### src/logic/relay_regs.vh
// register map, field positions, reset values and timing of the relay channel
`ifndef RELAY_REGS_VH
`define RELAY_REGS_VH

// ==========================================================
// register byte offsets
`define REG_CTRL        8'h00
`define REG_DLY_ON      8'h04
`define REG_DLY_OFF     8'h08
`define REG_STAIR_TIME  8'h0C
`define REG_FLASH_ON    8'h10
`define REG_FLASH_OFF   8'h14
`define REG_STATUS      8'h18

// ==========================================================
// control register fields
`define CTRL_MODE_LO    0
`define CTRL_MODE_HI    1
`define CTRL_POL        2
`define CTRL_FB_LO      3
`define CTRL_FB_HI      4
`define CTRL_STOP_EN    5
`define CTRL_SDLY_EN    6
`define CTRL_W          7

// operating modes
`define MODE_SWITCH     2'h0
`define MODE_DELAY      2'h1
`define MODE_STAIRS     2'h2
`define MODE_FLASH      2'h3

// status feedback policies
`define FB_OFF          2'h0
`define FB_CHANGE       2'h1
`define FB_DEMAND       2'h2
`define FB_CHG_START    2'h3

// ==========================================================
// reset values
`define CTRL_RST        7'h00
`define DLY_ON_RST      16'h0000
`define DLY_OFF_RST     16'h0000
`define STAIR_RST       16'h0BB8
`define FLASH_ON_RST    16'h01F4
`define FLASH_OFF_RST   16'h01F4

// ==========================================================
// timing: clock period and time-base tick, both in ns
`define CLK_PERIOD_NS   4
`define TICK_NS         1000000
`define TICK_CYCLES     (`TICK_NS / `CLK_PERIOD_NS)

`endif

### src/logic/tick_divider.v
// time-base divider producing a one-cycle tick enable
`timescale 1ns/1ns

module tick_divider #(
  parameter CYCLES = 250000
) (
  input  wire clk_i,
  input  wire rst_i,
  output reg  tick_o
);

  reg [31:0] count;

  // ==========================================================
  // divider: one enable pulse every CYCLES clocks
  always @(posedge clk_i) begin
    if (rst_i) begin
      count  <= 32'h0000_0000;
      tick_o <= 1'b0;
    end else if (count >= CYCLES[31:0] - 32'h0000_0001) begin
      count  <= 32'h0000_0000;
      tick_o <= 1'b1;
    end else begin
      count  <= count + 32'h0000_0001;
      tick_o <= 1'b0;
    end
  end

endmodule // tick_divider

### src/logic/phase_timer.v
// reloadable down counter of time-base ticks with a done pulse
`timescale 1ns/1ns

module phase_timer (
  input  wire        clk_i,
  input  wire        rst_i,
  input  wire        tick_i,
  input  wire        load_i,
  input  wire [15:0] value_i,
  input  wire        cancel_i,
  output reg         busy_o,
  output reg         done_o
);

  reg [15:0] count;

  // ==========================================================
  // load beats cancel and tick; a value of 0 or 1 ends at the next tick
  always @(posedge clk_i) begin
    if (rst_i) begin
      count  <= 16'h0000;
      busy_o <= 1'b0;
      done_o <= 1'b0;
    end else begin
      done_o <= 1'b0;
      if (load_i) begin
        count  <= value_i;
        busy_o <= 1'b1;
      end else if (cancel_i) begin
        busy_o <= 1'b0;
      end else if (tick_i && busy_o) begin
        if (count <= 16'h0001) begin
          busy_o <= 1'b0;
          done_o <= 1'b1;
        end else begin
          count <= count - 16'h0001;
        end
      end
    end
  end

endmodule // phase_timer

### src/logic/relay_channel_mode_controller.v
// one relay channel: mode engine, overrides, status feedback, wishbone regs
//
// How it works
// [RULE1] switching mode: relay follows each command at once
// [RULE2] delay mode holds separate activate and deactivate delays
// [RULE3] stairs mode: activate closes relay, on-time expiry opens it
// [RULE4] stairs stop enabled: stop cancels on-time and opens relay at once
// [RULE5] stairs mode may wait a configurable delay before closing
// [RULE6] flash mode cycles on-time and off-time after enable until disabled
// [RULE7] disabling flash leaves the relay as it stood at that moment
// [RULE8] polarity zero: 0 activates, 1 returns contact to normal
// [RULE9] delay mode closes only after activate delay; opposite value opens
// [RULE10] stairs mode: non-activating value while running stops and opens
// [RULE11] flash mode: activating value starts, opposite value ends flashing
// [RULE12] polarity one swaps the roles of received 1 and 0
// [RULE13] feedback off: never send status
// [RULE14] feedback on change: send status on every contact change
// [RULE15] feedback on demand: answer a read request with current status
// [RULE16] change and startup: send at startup and on every change
// [RULE17] status bit is 1 with contact closed, 0 with contact normal
// [RULE18] with a delay, status goes out when relay switches, not earlier
// [RULE19] flashing: status follows every on and off phase
// [RULE20] status comes from contact position, never from polarity
// [RULE21] block over priority over safety over ordinary switching
// [RULE22] all times count a common tick, reloaded at every start
// [RULE23] a mode change cancels any running timer
//
// Register access over Wishbone and the register addresses were chosen for this implementation.
`timescale 1ns/1ns
`include "relay_regs.vh"

module relay_channel_mode_controller #(
  parameter TICK_CYCLES = `TICK_CYCLES
) (
  input  wire        clk_i,
  input  wire        rst_i,
  // wishbone slave
  input  wire        wb_cyc_i,
  input  wire        wb_stb_i,
  input  wire        wb_we_i,
  input  wire [7:0]  wb_adr_i,
  input  wire [3:0]  wb_sel_i,
  input  wire [31:0] wb_dat_i,
  output reg  [31:0] wb_dat_o,
  output reg         wb_ack_o,
  // switching telegram and status requests from the bus stack
  input  wire        cmd_valid_i,
  input  wire        cmd_value_i,
  input  wire        read_req_i,
  input  wire        startup_i,
  // higher-priority functions
  input  wire        block_active_i,
  input  wire        block_state_i,
  input  wire        prio_active_i,
  input  wire        prio_state_i,
  input  wire        safety_active_i,
  input  wire        safety_state_i,
  // relay and status telegram
  output reg         relay_o,
  output reg         status_valid_o,
  output reg         status_value_o,
  output reg         status_resp_o
);

  // ==========================================================
  // engine states
  localparam [5:0] S_IDLE      = 6'h01;
  localparam [5:0] S_WAIT_ON   = 6'h02;
  localparam [5:0] S_WAIT_OFF  = 6'h04;
  localparam [5:0] S_STAIR     = 6'h08;
  localparam [5:0] S_FLASH_ON  = 6'h10;
  localparam [5:0] S_FLASH_OFF = 6'h20;

  // ==========================================================
  // helper functions
  // a telegram activates when its value equals the polarity setting
  function is_activate;
    input value;
    input pol;
    begin
      is_activate = (value == pol); // RULE8 RULE12
    end
  endfunction

  // byte-lane merge for 16-bit registers
  function [15:0] merge16;
    input [15:0] old;
    input [31:0] dat;
    input [3:0]  sel;
    begin
      merge16[7:0]  = sel[0] ? dat[7:0]  : old[7:0];
      merge16[15:8] = sel[1] ? dat[15:8] : old[15:8];
    end
  endfunction

  // ==========================================================
  // declarations
  reg  [`CTRL_W-1:0] ctrl;
  reg  [15:0]        dly_on, dly_off, stair_time;
  reg  [15:0]        flash_on, flash_off, tmr_val;
  reg  [5:0]         state, next_state;
  reg                relay_core, next_relay, tmr_load, tmr_cancel;
  reg  [31:0]        rd_data;
  wire               tick, tmr_busy, tmr_done, req, wr_commit, eff_relay;
  wire               ctrl_wr, mode_chg, pol, stop_en, sdly_en, override;
  wire               cmd_ok, act, deact, flashing, changed;
  wire [1:0]         mode, fb;

  assign mode     = ctrl[`CTRL_MODE_HI:`CTRL_MODE_LO];
  assign fb       = ctrl[`CTRL_FB_HI:`CTRL_FB_LO];
  assign pol      = ctrl[`CTRL_POL];
  assign stop_en  = ctrl[`CTRL_STOP_EN];
  assign sdly_en  = ctrl[`CTRL_SDLY_EN];
  assign flashing = (state == S_FLASH_ON) || (state == S_FLASH_OFF);

  // ==========================================================
  // time base and the single shared phase timer
  tick_divider #(
    .CYCLES (TICK_CYCLES)
  ) u_tick (
    .clk_i  (clk_i),
    .rst_i  (rst_i),
    .tick_o (tick)
  );

  // one timer is enough: at most one delay or phase runs at a time
  phase_timer u_tmr (
    .clk_i    (clk_i),
    .rst_i    (rst_i),
    .tick_i   (tick),
    .load_i   (tmr_load),
    .value_i  (tmr_val),
    .cancel_i (tmr_cancel),
    .busy_o   (tmr_busy),
    .done_o   (tmr_done)
  );

  // ==========================================================
  // wishbone slave: ack one cycle after the request, dropped next cycle
  assign req       = wb_cyc_i && wb_stb_i;
  assign wr_commit = req && wb_ack_o && wb_we_i;
  assign ctrl_wr   = wr_commit && (wb_adr_i == `REG_CTRL) && wb_sel_i[0];
  assign mode_chg  = ctrl_wr &&
                     (wb_dat_i[`CTRL_MODE_HI:`CTRL_MODE_LO] != mode);

  // read mux; unmapped offsets read as zero
  always @* begin
    rd_data = 32'h0000_0000;
    case (wb_adr_i)
      `REG_CTRL:       rd_data[`CTRL_W-1:0] = ctrl;
      `REG_DLY_ON:     rd_data[15:0] = dly_on;
      `REG_DLY_OFF:    rd_data[15:0] = dly_off;
      `REG_STAIR_TIME: rd_data[15:0] = stair_time;
      `REG_FLASH_ON:   rd_data[15:0] = flash_on;
      `REG_FLASH_OFF:  rd_data[15:0] = flash_off;
      `REG_STATUS:     rd_data[4:0]  = {override, tmr_busy,
                                        (state == S_STAIR),
                                        flashing, relay_o};
      default:         rd_data = 32'h0000_0000;
    endcase
  end

  // handshake and read data capture
  always @(posedge clk_i) begin
    if (rst_i) begin
      wb_ack_o <= 1'b0;
      wb_dat_o <= 32'h0000_0000;
    end else begin
      wb_ack_o <= req && !wb_ack_o;
      wb_dat_o <= (req && !wb_ack_o) ? rd_data : wb_dat_o;
    end
  end

  // writes land on the edge where the master sees ack
  always @(posedge clk_i) begin
    if (rst_i) begin
      ctrl       <= `CTRL_RST;
      dly_on     <= `DLY_ON_RST;
      dly_off    <= `DLY_OFF_RST;
      stair_time <= `STAIR_RST;
      flash_on   <= `FLASH_ON_RST;
      flash_off  <= `FLASH_OFF_RST;
    end else if (wr_commit) begin
      case (wb_adr_i)
        `REG_CTRL:       ctrl <= wb_sel_i[0] ? wb_dat_i[`CTRL_W-1:0] : ctrl;
        `REG_DLY_ON:     dly_on     <= merge16(dly_on, wb_dat_i, wb_sel_i);
        `REG_DLY_OFF:    dly_off    <= merge16(dly_off, wb_dat_i, wb_sel_i);
        `REG_STAIR_TIME: stair_time <= merge16(stair_time, wb_dat_i,
                                               wb_sel_i);
        `REG_FLASH_ON:   flash_on   <= merge16(flash_on, wb_dat_i, wb_sel_i);
        `REG_FLASH_OFF:  flash_off  <= merge16(flash_off, wb_dat_i,
                                               wb_sel_i);
        default: begin
        end
      endcase
    end
  end

  // ==========================================================
  // command qualification
  // ordinary switching is ignored while any higher function holds
  assign override = block_active_i || prio_active_i || safety_active_i;
  assign cmd_ok   = cmd_valid_i && !override; // RULE21
  assign act      = cmd_ok && is_activate(cmd_value_i, pol);
  assign deact    = cmd_ok && !is_activate(cmd_value_i, pol);

  // ==========================================================
  // mode engine: next state, next relay and timer control
  always @* begin
    next_state = state;
    next_relay = relay_core;
    tmr_load   = 1'b0;
    tmr_val    = 16'h0000;
    tmr_cancel = 1'b0;
    if (mode_chg) begin
      // a stale timer must not act under the new mode
      tmr_cancel = 1'b1; // RULE23
      next_state = S_IDLE;
    end else if (act) begin
      case (mode)
        `MODE_SWITCH: begin
          next_relay = 1'b1; // RULE1
          next_state = S_IDLE;
        end
        `MODE_DELAY: begin
          tmr_load   = 1'b1; // RULE2 RULE9 RULE22
          tmr_val    = dly_on;
          next_state = S_WAIT_ON;
        end
        `MODE_STAIRS: begin
          if (sdly_en) begin
            tmr_load   = 1'b1; // RULE5
            tmr_val    = dly_on;
            next_state = S_WAIT_ON;
          end else begin
            // retrigger while running restarts the on-time
            next_relay = 1'b1; // RULE3
            tmr_load   = 1'b1;
            tmr_val    = stair_time;
            next_state = S_STAIR;
          end
        end
        default: begin
          if (!flashing) begin
            next_relay = 1'b1; // RULE6 RULE11
            tmr_load   = 1'b1;
            tmr_val    = flash_on;
            next_state = S_FLASH_ON;
          end
        end
      endcase
    end else if (deact) begin
      case (mode)
        `MODE_SWITCH: begin
          next_relay = 1'b0; // RULE1
          next_state = S_IDLE;
        end
        `MODE_DELAY: begin
          tmr_load   = 1'b1; // RULE2 RULE9
          tmr_val    = dly_off;
          next_state = S_WAIT_OFF;
        end
        `MODE_STAIRS: begin
          if (stop_en &&
              ((state == S_STAIR) || (state == S_WAIT_ON))) begin
            next_relay = 1'b0; // RULE4 RULE10
            tmr_cancel = 1'b1;
            next_state = S_IDLE;
          end
        end
        default: begin
          if (flashing) begin
            // relay keeps whatever phase it was in
            tmr_cancel = 1'b1; // RULE7 RULE11
            next_state = S_IDLE;
          end
        end
      endcase
    end else if (tmr_done) begin
      case (state)
        S_WAIT_ON: begin
          next_relay = 1'b1; // RULE9 RULE5
          if (mode == `MODE_STAIRS) begin
            tmr_load   = 1'b1; // RULE3
            tmr_val    = stair_time;
            next_state = S_STAIR;
          end else begin
            next_state = S_IDLE;
          end
        end
        S_WAIT_OFF: begin
          next_relay = 1'b0; // RULE9
          next_state = S_IDLE;
        end
        S_STAIR: begin
          next_relay = 1'b0; // RULE3
          next_state = S_IDLE;
        end
        S_FLASH_ON: begin
          next_relay = 1'b0; // RULE6
          tmr_load   = 1'b1;
          tmr_val    = flash_off;
          next_state = S_FLASH_OFF;
        end
        S_FLASH_OFF: begin
          next_relay = 1'b1; // RULE6
          tmr_load   = 1'b1;
          tmr_val    = flash_on;
          next_state = S_FLASH_ON;
        end
        default: begin
          next_state = S_IDLE;
        end
      endcase
    end
  end

  // engine registers
  always @(posedge clk_i) begin
    if (rst_i) begin
      state      <= S_IDLE;
      relay_core <= 1'b0;
    end else begin
      state      <= next_state;
      relay_core <= next_relay;
    end
  end

  // ==========================================================
  // priority resolution onto the contact
  assign eff_relay = block_active_i  ? block_state_i  : // RULE21
                     prio_active_i   ? prio_state_i   :
                     safety_active_i ? safety_state_i : relay_core;

  // the telegram leaves on the edge the contact moves, not on the command
  assign changed = (eff_relay != relay_o); // RULE18 RULE19

  // ==========================================================
  // contact drive and status telegram
  always @(posedge clk_i) begin
    if (rst_i) begin
      relay_o        <= 1'b0;
      status_valid_o <= 1'b0;
      status_value_o <= 1'b0;
      status_resp_o  <= 1'b0;
    end else begin
      relay_o        <= eff_relay;
      // value mirrors the contact, polarity plays no part
      status_value_o <= eff_relay; // RULE17 RULE20
      status_resp_o  <= read_req_i && (fb == `FB_DEMAND); // RULE15
      case (fb)
        `FB_CHANGE: begin
          status_valid_o <= changed; // RULE14
        end
        `FB_DEMAND: begin
          status_valid_o <= read_req_i; // RULE15
        end
        `FB_CHG_START: begin
          status_valid_o <= changed || startup_i; // RULE16
        end
        default: begin
          status_valid_o <= 1'b0; // RULE13
        end
      endcase
    end
  end

endmodule // relay_channel_mode_controller

### config.mk
export PLATFORM = sky130hd
export DESIGN_NAME = relay_channel_mode_controller
export DESIGN_NICKNAME = d
export VERILOG_FILES = /design/src/logic/tick_divider.v /design/src/logic/phase_timer.v /design/src/logic/relay_channel_mode_controller.v
export VERILOG_INCLUDE_DIRS = /design/src /design/src/logic
export SDC_FILE = /design/constraint.sdc
export NUM_CORES = 1
export LEC_CHECK = 0
export BUFFER_PORTS_ARGS = -buffer_cell sky130_fd_sc_hd__buf_2
export CORE_MARGIN = 4
export CORE_UTILIZATION = 50
export DETAILED_ROUTE_END_ITERATION = 8
export PLACE_DENSITY = 0.8
export SYNTH_ARGS = -nofsm -noshare
export SYNTH_HDL_FRONTEND = slang
export SYNTH_SLANG_ARGS = --single-unit
### constraint.sdc
create_clock -name clk_i -period 2.7 [get_ports clk_i]
set_clock_uncertainty 0.15 [all_clocks]
set_input_delay 0 -clock clk_i [delete_from_list [all_inputs] [get_ports clk_i]]
set_output_delay 0 -clock clk_i [all_outputs]
set_load 0.05 [all_outputs]
==> results.md <==
* Status: complete, no violations
* Max_cap viols at 0
* Routed wire length per instance at 19.7 um
* Period utilization at 0.948
* Final HPWL from detailed placement at around 18000 um
* R2r startpoint: wb_ack_o
* Iteration count of the initial detailed-routing pass at 8
* Hold EP: wb_dat_o[6]
* Most frequent cells in the layout: 165 x dfxtp_1, 140 x nor2_1, 108 x mux2i_1
* Yosys warns at 0
* Primary FF master, synth: dfxtp_1
* IO Pins at between 90 and 100
* R2r endpoint: u_tmr.count[9]
* Design area at 10500 um^2
* CTS tree: built
* Chip width at 141 um
* Full die area at 19900 um^2
* EDFF count, synth at 0
* Mean Syn Cell Area at 8.95 um^2
* Vias in the first global route at 8174
* Vias per cell at 6.26
* Post-route minimum period at 2560 ps
* CTS Sinks at 165
* Reg2reg setup slack at 140 ps
* Inserted Clock Buffers at 17
* Largest net degree at the start of global routing at 46
* Total track usage at 0.263
* Site Rows at 48
* Register area share after synthesis at 0.373
* Commonest non-fill, non-tap cell in the layout: dfxtp_1
* Max Fanout on Critical Path at 18
* IO buf count at between 60 and 70
* Drt total wl at 26200 um
* Leak Pwr at 4.40 nW
* Post-synth ARST share at 0
* Critical Path Source Type: flop
* Post-DP Area at 9570 um^2
* Initial Util at 0.512
* Post-synth design cell area at a little under 9000 um^2
* Antenna Nets Post-Route at 0
* Final Hold Fails at 0
* Area Growth Syn to Fin at 18.1%
* RSZ-0062 raised after global routing: true
* Layout Cells excl Fill at around 1300
* Max Fclk at approximately 0.39 GHz
* Setup crit end kind: flop
* DRC violations left at 0
* Final setup violating endpoints at 0
* Antenna violations before repair at 0
* Worst-Margin Slew at 976 ps
* Worst r2r path cells at 6
* ANT cells at 0
* First-pass GRT wire length at between 40000 and 50000 um
* GPL Wtd Cong at slightly below 1
* Initial drt markers at 1016
* Overflow after GRT at 0
* Post-synthesis register bit count at around 170
* CP Class: flop to flop
* CP required at 2870 ps
* Clk buf depth at 2
* Die height at 141 um
* Hold crit path type: input pin to flop
* Hold Crit Start: wb_adr_i[0]
* Via count at 8334
* Nets@finish at approximately 1200
* Layout cells sized above 1 at 0.178
* Rel. slew slack at 0.348
* Distinct cell type count after synthesis at 79
* Clock-pin transition on the worst setup and hold timing paths at 70 ps
* DP Cell Count at roughly 1300
* Pwr Density at 524 nW/um^2
* Clock root cell: clkbuf_16
* Core area at between 15000 and 20000 um^2
* H-tree lvl count at 4
* Maximum VDD drop at 0.463 mV
* Syn Inst Count at 989
* Setup TNS at 0 ps
* Clock latency on the worst-skew pair at 430 ps
* Crit path DAT at 2730 ps
* Number of cells on the worst hold path at 6
* Slew Viols, Final at 0
-- metrics by stage --
stage / setup WS [ps] / hold WS [ps] / total power, mW / util
2_1_floorplan: 64.8 / -24.9 / 2.89 / -
3_3_place_gp: 178 / 109 / 3.01 / 0.554
3_5_place_dp: 96.9 / 124 / 3.02 / 0.554
4_1_cts: 81.1 / 4.17 / 5.49 / 0.603
5_1_grt: 11.0 / 58.4 / 5.65 / 0.605
6_report: 141 / 27.4 / 5.48 / 0.605
-- worst max-delay path by stage --
stage / to / slack (ps) / startpoint
after detailed placement: u_tmr.count[10] / 100 / ctrl[0]
after floorplan: u_tmr.count[6] / 60 / ctrl[0]
after global placement: u_tmr.count[4] / 180 / ctrl[0]
after global routing: u_tmr.count[9] / 10 / ctrl[0]
final: u_tmr.count[9] / 140 / wb_ack_o
after CTS: u_tmr.count[10] / 80 / ctrl[0]
-- sequential cells by signal (all words and copies together) (netlist names) --
register / cells
wb_dat_o: 16
u_tmr.busy_o: 1
stair_time: 16
u_tmr.done_o: 1
u_tick.count: 32
u_tick.tick_o: 1
status_valid_o: 1
state: 6
status_value_o: 1
ctrl: 7
dly_off: 16
flash_on: 16
u_tmr.count: 16
wb_ack_o: 1
flash_off: 16
relay_core: 1
status_resp_o: 1
dly_on: 16
-- routing by layer --
layer / global-route usage / routed length (um) / vias up / share of wire
met5: 0 / 0 / - / 0
met4: 0.119 / 985 / 0 / 0.038
met3: 0.0699 / 2530 / 92 / 0.097
met2: 0.419 / 12100 / 468 / 0.46
met1: 0.334 / 10600 / 3951 / 0.40
li1: - / - / 3823 / -
-- where the power goes --
part	internal, mW	total (mW)	switching (mW)
Clock	1.43	2.48	1.05
Sequential	2.46	2.48	0.0189
Combinational	0.172	0.524	0.352
Total	4.06	5.48	1.42
-- layout make-up --
type / instances / area [um^2]
clock buffers: 20 / 457
repair buffers: 146 / 1010
fillers: 1449 / 6840
clock inverters: 11 / 143
well taps: 225 / 282
multi-input cells: 756 / 5230
flip-flops and latches: 165 / 3300
inverters: 9 / 33.8
-- logic make-up (layout without fill, tap and decap cells) --
logic type / Yosys count / in the layout / share of synthesized area
xor gates and xnor gates: 24 / 24 / 0.0246
AOI/OAI and AO/OA: 230 / 230 / 0.203
and+or+nand+nor: 344 / 344 / 0.196
muxes: 121 / 121 / 0.141
buffers and inverters: 97 / 186 / 0.0514
DFF: 165 / 165 / 0.373
other: 1 / 30 / 0.000424
adders and majority gates: 7 / 7 / 0.00989
-- timing repair --
| item | 4_1_cts | 5_1_grt |
|---|---|---|
| hold buffers | 26 | 0 |
| endpoints found under the setup margin | 0 | 13 |
| buffers inserted | 0 | 0 |
| hold endpoints to repair | 99 | 0 |
| gates resized for setup | 0 | 6 |
-- critical path: stages (launching register included) --
cell	delay, ps
dfxtp_1	390
and4_1	360
nand4_1	270
buf_4	260
or2_2	470
and2_4	250
a2111oi_2	300
-- synth_stat cells, types with 4 or more instances --
library cell | n | share of area
a22oi_1 | 32 | 0.027
and3b_1 | 11 | 0.011
nor2b_1 | 8 | 0.0057
and3_1 | 9 | 0.0064
a32o_1 | 4 | 0.0045
a21o_1 | 7 | 0.0059
a31oi_1 | 7 | 0.0049
or2_2 | 4 | 0.0028
o22a_1 | 5 | 0.0049
clkbuf_1 | 54 | 0.023
a32oi_1 | 4 | 0.0040
buf_2 | 7 | 0.0040
and2_1 | 5 | 0.0035
xor2_1 | 12 | 0.012
nand3_1 | 29 | 0.016
nand2_1 | 61 | 0.026
a2111oi_2 | 5 | 0.0085
nor3_1 | 23 | 0.013
nand4_1 | 9 | 0.0064
a21oi_1 | 21 | 0.012
o31ai_1 | 4 | 0.0034
buf_4 | 18 | 0.015
xnor2_1 | 11 | 0.011
o2bb2ai_1 | 16 | 0.016
mux2_2 | 11 | 0.014
o21ai_0 | 33 | 0.019
dfxtp_1 | 165 | 0.37
a22o_1 | 13 | 0.013
mux2i_1 | 108 | 0.12
nor4_1 | 11 | 0.0078
o211ai_1 | 12 | 0.010
o221ai_1 | 9 | 0.0089
ha_1 | 7 | 0.0099
nor2_1 | 140 | 0.059
a221oi_1 | 14 | 0.014
inv_1 | 9 | 0.0038
buf_1 | 7 | 0.0030
a211oi_1 | 6 | 0.0051
a221o_1 | 8 | 0.0090
o21ai_1 | 4 | 0.0023
No activity file was read; power rests on OpenSTA's default activity.
